**src/inc/prms_consts.svh**
```systemverilog
// Constants for the pad reset and mode select logic
`ifndef PRMS_CONSTS_SVH
`define PRMS_CONSTS_SVH
// Port width and positions of the special port bits
`define PRMS_PORT_W 8
`define PRMS_SDA_BIT 3'h2
`define PRMS_SCL_BIT 3'h3
`define PRMS_DBG_BIT 3'h4
// Debug bit timing in debug clock ticks, 16 ticks per bit
`define PRMS_DBG_LAST_TICK 4'hF
`define PRMS_DBG_SAMPLE_TICK 4'hA
`define PRMS_DBG_LOW_END_TICK 4'hC
// Reset stretch and reset pad blanking, in bus cycles
`define PRMS_RST_HOLD 5'h10
`define PRMS_PAD_BLANK 3'h4
// Reset values of control state
`define PRMS_DPE_RST 1'b1
`define PRMS_MS_RST 1'b1
`define PRMS_CFG_RST 24'h000000
`endif

```
**src/inc/prms_pkg.sv**
```systemverilog
// Types shared by the pad reset and mode select logic
`default_nettype none
package prms_pkg;
    // Software pad configuration, one bit per port pad
    typedef struct packed {
        logic [7:0] dir;  // 1 = output
        logic [7:0] pull; // Pullup enable
        logic [7:0] dout; // Output data
    } prms_pad_cfg_t;
    // Pad drive toward the pad ring
    typedef struct packed {
        logic [7:0] out;  // Output level
        logic [7:0] oe;   // Driver enable
        logic [7:0] pull; // Pullup connected
    } prms_pad_drv_t;
    // Debug line bit states
    typedef enum logic [1:0] {
        DL_IDLE,
        DL_BIT,
        DL_LOW,
        DL_SPEEDUP
    } prms_dl_state_t;
endpackage
`default_nettype wire

```
**src/logic/prms_top.sv**
```systemverilog
// Pad control: reset pad, mode select, debug line and port pads
`timescale 1ns/1ps
`default_nettype none
`include "prms_consts.svh"
module prms_top (
    input wire logic sys_clk_in, // Bus clock
    input wire logic rst_in, // Power-on reset, async, active high
    input wire logic wdog_reset_req_in, // Other internal reset source
    input wire logic dbg_force_reset_in, // Debug-forced reset, pulse
    input wire logic reset_pad_in, // Reset pad level
    output logic reset_pad_out, // Reset pad data
    output logic reset_pad_oe_out, // Reset pad driver enable
    output logic reset_pad_pullup_out, // Reset pad pullup enable
    output logic chip_reset_out, // Internal reset for the device
    output logic debug_line_mode_out, // Active background mode
    input wire logic debug_pin_enable_wr_in, // Write strobe for the enable
    input wire logic debug_pin_enable_val_in, // Value written
    output logic debug_pin_enable_out, // Debug pin enable bit
    input wire logic debug_pad_in, // Shared debug pad level
    output logic debug_pad_out, // Shared debug pad data
    output logic debug_pad_oe_out, // Shared debug pad driver enable
    output logic debug_pad_pullup_out, // Shared debug pad pullup
    input wire logic [3:0] dbg_clk_div_in, // Debug clock divider
    input wire logic dbg_tx_en_in, // Answer the next bit
    input wire logic dbg_tx_bit_in, // Bit value to answer
    output logic dbg_rx_bit_out, // Level sampled in the last bit
    output logic dbg_bit_done_out, // Bit finished, pulse
    input wire logic comparator_sel_in, // Comparator owns the shared pad
    input wire logic comparator_output_in, // Comparator result
    input wire logic port_cfg_wr_in, // Pad configuration write strobe
    input wire prms_pkg::prms_pad_cfg_t port_cfg_in, // New configuration
    input wire logic [`PRMS_PORT_W-1:0] port_pad_in, // Port pad levels
    output prms_pkg::prms_pad_drv_t port_pad_out, // Port pad drive
    output logic [`PRMS_PORT_W-1:0] port_data_out, // Port input data
    input wire logic serial_bus_en_in, // Two-wire bus owns its pads
    input wire logic serial_data_low_in, // Bus pulls data low
    input wire logic serial_clock_low_in, // Bus pulls clock low
    input wire logic osc_enable_in, // Oscillator requested
    input wire logic osc_ext_clock_in, // External clock, not crystal
    input wire logic osc_stop3_keep_in, // Keep running in stop3
    input wire logic stop3_in, // Device is in stop3
    output logic osc_amp_en_out, // Crystal amplifier enable
    output logic osc_run_out // Oscillator running
);

    // Pad inputs arrive from outside and pass two flops first
    logic rst_pad_s; // Reset pad, synchronised
    logic dbg_s; // Debug pad, synchronised
    logic [`PRMS_PORT_W-1:0] port_s; // Port pads, synchronised
    prms_sync2 #(.W(`PRMS_PORT_W + 2)) u_sync (
        .sys_clk_in(sys_clk_in),
        .rst_in(rst_in),
        .async_in({reset_pad_in, debug_pad_in, port_pad_in}),
        .sync_out({rst_pad_s, dbg_s, port_s})
    );

    // Open-drain bus pads
    function automatic logic is_od(input logic [2:0] idx);
        return (idx == `PRMS_SDA_BIT) || (idx == `PRMS_SCL_BIT);
    endfunction

    // ---- Reset and mode select state
    logic [4:0] hold_reg, hold_next; // Reset stretch counter
    logic chip_reset_reg, chip_reset_next; // Internal reset level
    logic [2:0] blank_reg, blank_next; // Ignore pad after our own drive
    logic ms_reg, ms_next; // This reset samples mode select
    logic debug_line_reg, debug_line_next; // Latched mode
    logic dpe_reg, dpe_next; // Debug pin enable
    logic pad_src; // Reset pad asserted from outside
    logic any_src; // Any reset source active
    logic release_now; // Last cycle of internal reset

    // Reset sources, stretch, and mode latch at release
    always_comb begin
        // Our own low drive would read back as a pad reset, so the pad
        // counts only while undriven and after a short blanking time
        pad_src = ~rst_pad_s & ~chip_reset_reg & (blank_reg == 3'h0);
        any_src = pad_src | wdog_reset_req_in | dbg_force_reset_in;
        hold_next = hold_reg;
        if (any_src) begin
            hold_next = `PRMS_RST_HOLD;
        end else if (hold_reg != 5'h00) begin
            hold_next = hold_reg - 5'h01;
        end
        chip_reset_next = (hold_next != 5'h00);
        release_now = chip_reset_reg & ~chip_reset_next;
        blank_next = blank_reg;
        if (release_now) begin
            blank_next = `PRMS_PAD_BLANK;
        end else if (blank_reg != 3'h0) begin
            blank_next = blank_reg - 3'h1;
        end
        ms_next = ms_reg;
        if (dbg_force_reset_in) begin
            // Debug-forced reset samples mode select
            ms_next = 1'b1;
        end else if (any_src & ~chip_reset_reg) begin
            // Pad or other resets do not
            ms_next = 1'b0;
        end else if (release_now) begin
            ms_next = 1'b0;
        end
        debug_line_next = debug_line_reg;
        if (release_now) begin
            // Undriven pad reads high: normal mode; held low in a mode-select reset: background
            debug_line_next = ms_reg & ~dbg_s;
        end
        dpe_next = dpe_reg;
        if (chip_reset_reg) begin
            // Every reset sets the enable; reset wins over a write
            dpe_next = 1'b1;
        end else if (debug_pin_enable_wr_in) begin
            dpe_next = debug_pin_enable_val_in;
        end
    end

    // Reset state registers; power-on counts as a mode-select reset
    always_ff @(posedge sys_clk_in or posedge rst_in) begin
        if (rst_in) begin
            hold_reg <= `PRMS_RST_HOLD;
            chip_reset_reg <= 1'b1;
            blank_reg <= 3'h0;
            ms_reg <= `PRMS_MS_RST;
            debug_line_reg <= 1'b0;
            dpe_reg <= `PRMS_DPE_RST;
        end else begin
            hold_reg <= hold_next;
            chip_reset_reg <= chip_reset_next;
            blank_reg <= blank_next;
            ms_reg <= ms_next;
            debug_line_reg <= debug_line_next;
            dpe_reg <= dpe_next;
        end
    end

    // Reset pad: pulled up, driven low only while reset is on
    assign reset_pad_out = 1'b0;
    assign reset_pad_oe_out = chip_reset_reg;
    assign reset_pad_pullup_out = 1'b1;
    assign chip_reset_out = chip_reset_reg;
    assign debug_line_mode_out = debug_line_reg;
    assign debug_pin_enable_out = dpe_reg;

    // ---- Debug line bit engine
    prms_pkg::prms_dl_state_t dl_reg, dl_next; // Bit state
    logic dbg_prev_reg; // Debug pad one cycle ago
    logic rx_reg, rx_next; // Sampled bit
    logic done_reg; // Bit done pulse
    logic host_fall; // Host starts a bit
    logic tick; // Debug clock enable
    logic [3:0] tick_cnt; // Tick within the bit
    logic bit_done; // Last tick of the bit

    prms_bit_timer u_timer (
        .sys_clk_in(sys_clk_in),
        .rst_in(rst_in),
        .start_in(host_fall),
        .div_in(dbg_clk_div_in),
        .tick_out(tick),
        .cnt_out(tick_cnt),
        .done_out(bit_done)
    );

    // Bit sequencing; a falling edge from the host opens each bit
    always_comb begin
        host_fall = dbg_prev_reg & ~dbg_s & dpe_reg & ~chip_reset_reg
            & (dl_reg == prms_pkg::DL_IDLE);
        dl_next = dl_reg;
        rx_next = rx_reg;
        if (tick && tick_cnt == `PRMS_DBG_SAMPLE_TICK) begin
            rx_next = dbg_s;
        end
        case (dl_reg)
            prms_pkg::DL_IDLE: begin
                if (host_fall) begin
                    // A zero is answered by holding the line low
                    dl_next = (dbg_tx_en_in && !dbg_tx_bit_in) ?
                        prms_pkg::DL_LOW : prms_pkg::DL_BIT;
                end
            end
            prms_pkg::DL_LOW: begin
                if (tick && tick_cnt == `PRMS_DBG_LOW_END_TICK) begin
                    dl_next = prms_pkg::DL_SPEEDUP;
                end
            end
            prms_pkg::DL_SPEEDUP: begin
                // Driven high for one tick only, then released
                if (tick) begin
                    dl_next = prms_pkg::DL_BIT;
                end
            end
            prms_pkg::DL_BIT: begin
                if (bit_done) begin
                    dl_next = prms_pkg::DL_IDLE;
                end
            end
            default: begin
                dl_next = prms_pkg::DL_IDLE;
            end
        endcase
        // Losing the debug role aborts any bit at once
        if (!dpe_reg || chip_reset_reg) begin
            dl_next = prms_pkg::DL_IDLE;
        end
    end

    // Debug engine registers
    always_ff @(posedge sys_clk_in or posedge rst_in) begin
        if (rst_in) begin
            dl_reg <= prms_pkg::DL_IDLE;
            dbg_prev_reg <= 1'b1;
            rx_reg <= 1'b1;
            done_reg <= 1'b0;
        end else begin
            dl_reg <= dl_next;
            dbg_prev_reg <= dbg_s;
            rx_reg <= rx_next;
            done_reg <= bit_done;
        end
    end
    assign dbg_rx_bit_out = rx_reg;
    assign dbg_bit_done_out = done_reg;

    prms_pkg::prms_pad_cfg_t port_cfg_reg, port_cfg_next; // Pad setup

    // Shared debug pad: mode select, debug line, or output-only port
    always_comb begin
        if (chip_reset_reg) begin
            // Input only during reset so the host can hold it low
            debug_pad_oe_out = 1'b0;
            debug_pad_out = 1'b0;
            debug_pad_pullup_out = 1'b1;
        end else if (dpe_reg) begin
            // Pseudo open drain: low drive, plus a short high pulse
            debug_pad_oe_out = (dl_reg == prms_pkg::DL_LOW)
                | (dl_reg == prms_pkg::DL_SPEEDUP);
            debug_pad_out = (dl_reg == prms_pkg::DL_SPEEDUP);
            debug_pad_pullup_out = 1'b1;
        end else begin
            // Output-only port bit; no pullup can be selected
            debug_pad_oe_out = 1'b1;
            debug_pad_out = comparator_sel_in ? comparator_output_in
                : port_cfg_reg.dout[`PRMS_DBG_BIT];
            debug_pad_pullup_out = 1'b0;
        end
    end

    // ---- Port pad configuration
    logic [`PRMS_PORT_W-1:0] port_data_next; // Sampled pad data
    logic [`PRMS_PORT_W-1:0] bus_low; // Bus pulls a pad low
    logic [`PRMS_PORT_W-1:0] out_w, oe_w, pull_w; // Per-pad drive

    // Configuration changes on a clock edge and clears on reset
    always_comb begin
        port_cfg_next = port_cfg_reg;
        if (chip_reset_reg) begin
            port_cfg_next = `PRMS_CFG_RST;
        end else if (port_cfg_wr_in) begin
            port_cfg_next = port_cfg_in;
        end
        port_data_next = port_s;
    end

    // Configuration registers
    always_ff @(posedge sys_clk_in or posedge rst_in) begin
        if (rst_in) begin
            port_cfg_reg <= `PRMS_CFG_RST;
            port_data_out <= 8'h00;
        end else begin
            port_cfg_reg <= port_cfg_next;
            port_data_out <= port_data_next;
        end
    end

    assign bus_low = (8'h01 << `PRMS_SDA_BIT) & {8{serial_data_low_in}}
        | (8'h01 << `PRMS_SCL_BIT) & {8{serial_clock_low_in}};

    // Per-pad drive; the shared bit lives on the debug pad instead
    for (genvar gi = 0; gi < `PRMS_PORT_W; gi++) begin : g_pad
        localparam logic OD = is_od(3'(gi));
        localparam logic SKIP = (3'(gi) == `PRMS_DBG_BIT);
        logic bus; // Bus function owns this pad
        assign bus = OD & serial_bus_en_in;
        // Open-drain pads never drive high
        assign out_w[gi] = ~SKIP & ~OD & port_cfg_reg.dout[gi];
        assign oe_w[gi] = SKIP ? 1'b0 : bus ? bus_low[gi]
            : OD ? port_cfg_reg.dir[gi] & ~port_cfg_reg.dout[gi]
            : port_cfg_reg.dir[gi];
        // Pullup only on inputs; bus pads keep it except while low
        assign pull_w[gi] = ~SKIP & port_cfg_reg.pull[gi]
            & (bus ? ~bus_low[gi] : ~port_cfg_reg.dir[gi]);

    end
    // One driver for the whole struct, fields in declaration order
    assign port_pad_out = {out_w, oe_w, pull_w};

    // ---- Oscillator control; stop3 halts it unless told to keep it
    logic amp_next, run_next; // Oscillator next state
    always_comb begin
        run_next = osc_enable_in & (~stop3_in | osc_stop3_keep_in);
        amp_next = run_next & ~osc_ext_clock_in;
    end

    // Oscillator registers
    always_ff @(posedge sys_clk_in or posedge rst_in) begin
        if (rst_in) begin
            osc_run_out <= 1'b0;
            osc_amp_en_out <= 1'b0;
        end else begin
            osc_run_out <= run_next;
            osc_amp_en_out <= amp_next;
        end
    end
endmodule
`default_nettype wire

```
**src/logic/prms_sync2.sv**
```systemverilog
// Two flip-flop synchroniser for pad inputs
`timescale 1ns/1ps
`default_nettype none
module prms_sync2 #(
    parameter int W = 1 // Number of bits synchronised
) (
    input wire logic sys_clk_in, // Bus clock
    input wire logic rst_in, // Async reset, active high
    input wire logic [W-1:0] async_in, // Raw pad levels
    output logic [W-1:0] sync_out // Levels after two flops
);
    logic [W-1:0] meta_reg; // First stage, read only by the second
    // Both stages reset high, the idle level of pulled-up pads
    always_ff @(posedge sys_clk_in or posedge rst_in) begin
        if (rst_in) begin
            meta_reg <= '1;
            sync_out <= '1;
        end else begin
            meta_reg <= async_in;
            sync_out <= meta_reg;
        end
    end
endmodule
`default_nettype wire

```
**src/logic/prms_bit_timer.sv**
```systemverilog
// Debug line bit timer: 16 debug clock ticks per bit
`timescale 1ns/1ps
`default_nettype none
`include "prms_consts.svh"
module prms_bit_timer (
    input wire logic sys_clk_in, // Bus clock
    input wire logic rst_in, // Async reset, active high
    input wire logic start_in, // Start a bit, pulse
    input wire logic [3:0] div_in, // Debug clock = bus clock / (div+1)
    output logic tick_out, // One debug clock tick, pulse
    output logic [3:0] cnt_out, // Tick number within the bit
    output logic done_out // Last tick of the bit, pulse
);
    logic [3:0] div_reg, div_next; // Debug clock divider
    logic [3:0] cnt_next; // Tick counter next value
    logic busy_reg, busy_next; // Bit in progress
    logic [4:0] gap_reg, gap_next; // Bus cycles since the start, for the check only
    // Divider gives a one-cycle enable, so one clock serves all rates
    always_comb begin
        tick_out = busy_reg & (div_reg == div_in);
        done_out = tick_out & (cnt_out == `PRMS_DBG_LAST_TICK);
        div_next = div_reg;
        cnt_next = cnt_out;
        busy_next = busy_reg;
        // Wraps on slow debug clocks, which the check below ignores
        gap_next = busy_reg ? gap_reg + 5'h01 : gap_reg;
        if (start_in) begin
            gap_next = 5'h00;
            // A restart always realigns the bit
            div_next = 4'h0;
            cnt_next = 4'h0;
            busy_next = 1'b1;
        end else if (tick_out) begin
            div_next = 4'h0;
            cnt_next = cnt_out + 4'h1;
            busy_next = ~done_out;
        end else if (busy_reg) begin
            div_next = div_reg + 4'h1;
        end
    end
    // Timer registers
    always_ff @(posedge sys_clk_in or posedge rst_in) begin
        if (rst_in) begin
            div_reg <= 4'h0;
            cnt_out <= 4'h0;
            busy_reg <= 1'b0;
            gap_reg <= 5'h00;
        end else begin
            div_reg <= div_next;
            cnt_out <= cnt_next;
            busy_reg <= busy_next;
            gap_reg <= gap_next;
        end
    end
endmodule
`default_nettype wire

```
**config.mk**
```make
export PLATFORM = sky130hd
export DESIGN_NAME = prms_top
export DESIGN_NICKNAME = d
export VERILOG_FILES = /design/src/inc/prms_pkg.sv /design/src/logic/prms_top.sv /design/src/logic/prms_sync2.sv /design/src/logic/prms_bit_timer.sv
export VERILOG_INCLUDE_DIRS = /design/src /design/src/inc
export SDC_FILE = /design/constraint.sdc
export NUM_CORES = 1
export LEC_CHECK = 0
export BUFFER_PORTS_ARGS = -buffer_cell sky130_fd_sc_hd__buf_2
export CELL_PAD_IN_SITES_DETAIL_PLACEMENT = 1
export CELL_PAD_IN_SITES_GLOBAL_PLACEMENT = 1
export CORE_MARGIN = 1.5
export CORE_UTILIZATION = 43
export CTS_BUF_LIST = sky130_fd_sc_hd__clkbuf_16
export DETAILED_ROUTE_END_ITERATION = 7
export GPL_TIMING_DRIVEN = 0
export PLACE_DENSITY = 0.89
export SYNTH_ARGS = -nofsm -noshare
export SYNTH_HDL_FRONTEND = slang
export SYNTH_SLANG_ARGS = --single-unit
```
**constraint.sdc**
```tcl
create_clock -name sys_clk_in -period 4.59 [get_ports sys_clk_in]
set_input_delay 0.459 -clock sys_clk_in [delete_from_list [all_inputs] [get_ports sys_clk_in]]
set_output_delay 0.459 -clock sys_clk_in [all_outputs]
set_load 0.05 [all_outputs]
```
Word-level counts from Yosys, hierarchy flattened. Index checks and enable logic that the tools add are counted.

Flip-flop bits (word level): 80. Latch bits: 0. Bits in writable memories: 0. Bits of input ports: 56. Memories kept: 0. Bits in read-only memories: 0. Output and inout port bits: 45.

Shift-type cells: 0. Mux-type cells: 36. Multipliers: 0. Add/subtract/negate cells: 4. Bitwise logic cells: 45. Eq/ne operators: 11. $lt $le $gt $ge: 0. Reduce and logical (&&, ||, !) cells: 18. Divide/modulo/power cells: 0.

Operators with widths (number): two-way mux 24 bit (2); AND 1 bit (22); two-way mux 4 bit (5); two-way mux 1 bit (18); NOT 1 bit (18); == test 4 bit, second input constant (3); two-way mux 2 bit (6); two-way mux 5 bit (2); nonzero test 5 bit (2); inequality test 3 bit, second input constant (3); nonzero test 3 bit (3); adder 4 x 1 -> 4 bit, second input constant (2); case mux 2 bit (4 select lines) (1); nonzero test 2 bit (4); two-way mux 3 bit (2); subtractor 5 x 1 -> 5 bit, second input constant (1); == test 2 bit, second input constant (2); == test 4 bit (1); bitwise OR 1 bit (4); bitwise OR 3 x 4 -> 4 bit (1); AND reduction 4 bit (1); logical AND 1 bit (3); zero test 3 bit (1); inequality test 3 x 2 -> 1 bit, second input constant (1); other kinds (5) (6).

Depth between registers and ports, before layout.
Depth after elaboration: 12. Gate-level depth with buffers: 6. Depth with buffers taken out: 6.

Hierarchy. From an unflattened synthesis, not the netlist that was laid out.

Cell total of the unflattened synthesis: 277. Area total of the unflattened synthesis: 3335.7 um^2.

Modules (own cells, without submodules): prms_top (area an instance 2257.2 um^2, seq. area each 1233.7 um^2, cells each 203, times used 1); prms_bit_timer (area an instance 549.3 um^2, seq. area each 225.2 um^2, cells each 53, times used 1); prms_sync2 (area an instance 529.3 um^2, seq. area each 525.5 um^2, cells each 21, times used 1).

Worst setup path after synthesis. No wires, ideal clock.

Path type: input to output. Start: input serial_bus_en_in. End: output port_pad_out[10] (netlist name). Buffers on the path: 0. Arrival time: 1.681 ns. Data required time: 4.131 ns. Slack: 2.450 ns. Cell stages on the path: 2. Cell sequence: nand2b_1 > o21ai_0.

RTL lines: from (decl) (line prms_top.sv:35) `input wire logic serial_bus_en_in,`; to (decl) (line prms_top.sv:33) `output prms_pkg::prms_pad_drv_t port_pad_out,`.

Final worst setup path.
Start: register chip_reset_reg (netlist: chip_reset_out). End: output debug_pad_out.

Word-level cells in the longest chain between the ends: 1.

Ends and longest elaborated chain: from (decl) (line prms_top.sv:64) `logic chip_reset_reg, chip_reset_next;`; from (signal assigned) (line prms_top.sv:128) `chip_reset_reg <= chip_reset_next;`; two-way mux 1 bit (line prms_top.sv:228) `if (chip_reset_reg) begin`; to (decl) (line prms_top.sv:20) `output logic debug_pad_out,`.

No other way between the ends.

==> flow_summary_export.csv <==
group,metric,value,unit
clock_network,cts_tree,"built",
global_route,grt_max_degree,70,
worst_setup_path,max_stage_delay,0.60,ns
clock_network,root_buffer,"clkbuf_16",
worst_setup_path,cp.required,4.13,ns
yosys,synth_top_cell_by_area,"dfrtp_1",
clock_network,cts_resized,0,
worst_setup_path,startpoint_type,"flip-flop",
yosys,synth_area_leaders,"dfrtp_1, dfstp_2, mux2i_1",
global_route,antenna_found_initial,0,
worst_setup_path,critical_path.cell_chain,"clkbuf_1 -> clkbuf_1 -> nor2_1 -> buf_2",
floorplan,io_pins,101,
placement,gp_congestion,0.7746,
sta,tightest_slew,0.5587,ns
finish,nFillCells,844,
worst_setup_path,end_kind,"output pin",
drt,firstDrtPassIters,4,
yosys,synth_cells,279,
drt,wl_met2,3617,um
finish,largest_reg_flops,12,
yosys,synth_warnings,0,
sta,drv_slew,0,
clock_network,clk_transition_reported_paths,0.06,ns
drt,vias,2379,
power_and_ir_drop,power_leakage,2.125,nW
worst_setup_path,slowest_stage,"dfstp_2",
global_route,grt-ovfl-total,0,
finish,ff_latch_area,1984,um2
drt,wirelength,7006,um
floorplan,fp.dieH,91.38,um
finish,antenna_cells,0,
yosys,yosys_register_bits,78,
floorplan,die_x,91.38,um
global_route,grt_pass1_vias,2564,
clock_network,htreeDepth,3,
worst_setup_path,path_class,"reg2out",
finish,drive_gt1_share,43.99,%
clock_network,clk_latency,0.33,ns
sta,grt_setup_unrepaired,"false",
sta,finalCritPeriodShare,54.88,%
power_and_ir_drop,power_density,452.4,nW/um2
yosys,yosysTopAreaCellShare,38.75,%
status,status,"finished clean",
yosys,synthTopCellsByCount,"dfrtp_1, nor2_1, dfstp_2, mux2i_1, buf_4",
sta,min_period,2.519,ns
global_route,grt_pass1_wl,11810,um
floorplan,initial_core_util,43.91,%
sta,fmax,397.0,MHz
floorplan,core,7647,um2
finish,syn2layout_area_growth,27.76,%
yosys,synth_cell_type_count,47,
finish,multi_input_area,1162,um2
yosys,postSynthAreaPerCell,12.04,um2
drt,drtIter0Drc,49,
yosys,synth_flop_cell,"dfrtp_1",
floorplan,dieArea,8349,um2
sta,tns,0,ns
run,cap_violations,0,
clock_network,cts_sinks,78,
clock_network,clockBufferDepth,2,
yosys,synth_most_common_cell,"dfrtp_1",
drt,viasPerCell,4.826,
clock_network,numCtsBuffers,9,
floorplan,fp-row-count,32,
power_and_ir_drop,peakVddDrop,0.0002734,V
hold_path,hold_path_class,"in2async",
worst_setup_path,crit_top_cell,"clkbuf_1",
worst_setup_path,crit_fanout,10,
yosys,synth_enable_flop_cells,0,
placement,post-dp-hpwl,5214,um
sta,clock_skew,0.004098,ns
sta,finalHoldViolCount,0,
clock_network,post-cts-setup-buffer-count,0,
sta,whs,0.02151,ns
placement,dpl_cell_area,3985,um2
drt,post_drt_wl_per_cell,14.21,um
yosys,ys_async_sr_fraction,100.0,%
drt,wl_met1,2949,um
placement,port_buffers,90,
yosys,netlist_area,3358,um2
drt,routed.top_layer,"met4",
sta,relSlewSlack,62.44,%
sta,setup_viol,0,
worst_setup_path,cp.arrival,2.06,ns
drt,antenna_left,0,
yosys,synth-seq-area-share,59.09,%
global_route,grt_util_all_layers,18.23,%
finish,final_area,4290,um2
worst_setup_path,critPathTopFamily,"buffers and inverters",
drt,met3WireLength,300,um
worst_setup_path,cp_num_buf_inv,3,
finish,final_nets,449,
drt,drc,0,
clock_network,ctsHoldBuffers,0,
## metal layers
metal	vias to the layer above	track usage, %
li1	1126	-
met1	1170	22.15
met2	71	30.78
met3	12	4.271
met4	0	8.073
met5	-	0
## path summary, 6_finish.rpt
kind	startpoint	endpoint	slack [ns]	cells after the start
worst max register to register	hold_reg[0]	debug_line_mode_out	2.66	6
worst min-delay path	rst_in	port_data_out[6]	0.02	2
worst max-delay path	chip_reset_out	debug_pad_out	2.07	4
worst min register to register	u_sync.meta_reg[8]	u_sync.sync_out[8]	0.36	0
max in group asynchronous	rst_in	dbg_prev_reg	3.98	3
min in group sys_clk_in	port_pad_in[7]	u_sync.meta_reg[7]	0.22	1
## through the flow
step	utilization, %	power, mW	cells	setup slack [ns]
6_report	56.10	1.941	493	2.071
5_1_grt	56.10	2.051	493	1.954
4_1_cts	56.10	1.973	493	2.031
3_5_place_dp	52.11	1.243	477	2.380
3_3_place_gp	51.72	1.211	476	1.340
2_1_floorplan	-	1.133	284	2.179
## area by class of cell
type / count / area share (%)
buffer: 27 / 4.229
clock inverter: 7 / 1.866
inverter: 13 / 1.196
clock buffer: 9 / 5.249
multi-input combinational: 166 / 27.09
tap: 102 / 2.975
timing repair buffer: 91 / 11.14
sequential: 78 / 46.25
## power by group
part           total [mW]  switching, mW  internal [mW]
Sequential          0.825         0.0608          0.765
Clock               0.710          0.283          0.427
Combinational       0.405          0.238          0.167
Total                1.94          0.582           1.36
## worst reg2reg max path, cell delays in order, from the launching register on
cell and delay, ns:
dfrtp_1 0.41, inv_1 0.11, ha_1 0.23, nand2b_4 0.08
or3_1 0.33, a21oi_2 0.29, mux2_1 0.36
## cells in the final DEF (no fill, tap or decap), types with 4 or more instances in the layout
| cell | count |
|---|---|
| a21oi_1 | 5 |
| conb_1 | 7 |
| clkbuf_16 | 9 |
| mux2i_1 | 24 |
| buf_4 | 18 |
| nor2b_1 | 9 |
| dfrtp_1 | 52 |
| inv_1 | 11 |
| buf_2 | 94 |
| or3_1 | 5 |
| nor3_1 | 6 |
| clkbuf_1 | 4 |
| xnor2_1 | 6 |
| nand2_1 | 6 |
| dfstp_2 | 26 |
| nor2_1 | 31 |
| ha_1 | 7 |
| nand3_1 | 5 |
| nand2b_1 | 6 |
| nor2_2 | 4 |
| o21ai_0 | 4 |
| o31ai_1 | 5 |
## cells by family (layout without fill, tap and decap cells)
kind of cell,after synthesis,in the layout,share of synthesized area (%)
flip-flops,78,78,59.09
AND/OR/NAND/NOR,85,85,13.67
buffers and inverters,40,147,6.855
other,2,7,0.2236
multiplexers,26,26,7.824
adder cells (fa/ha/maj),7,7,2.608
AO/OA/AOI/OAI,30,30,6.185
XOR/XNOR,11,11,3.540
Note: power is estimated with default switching activity, not from simulation.
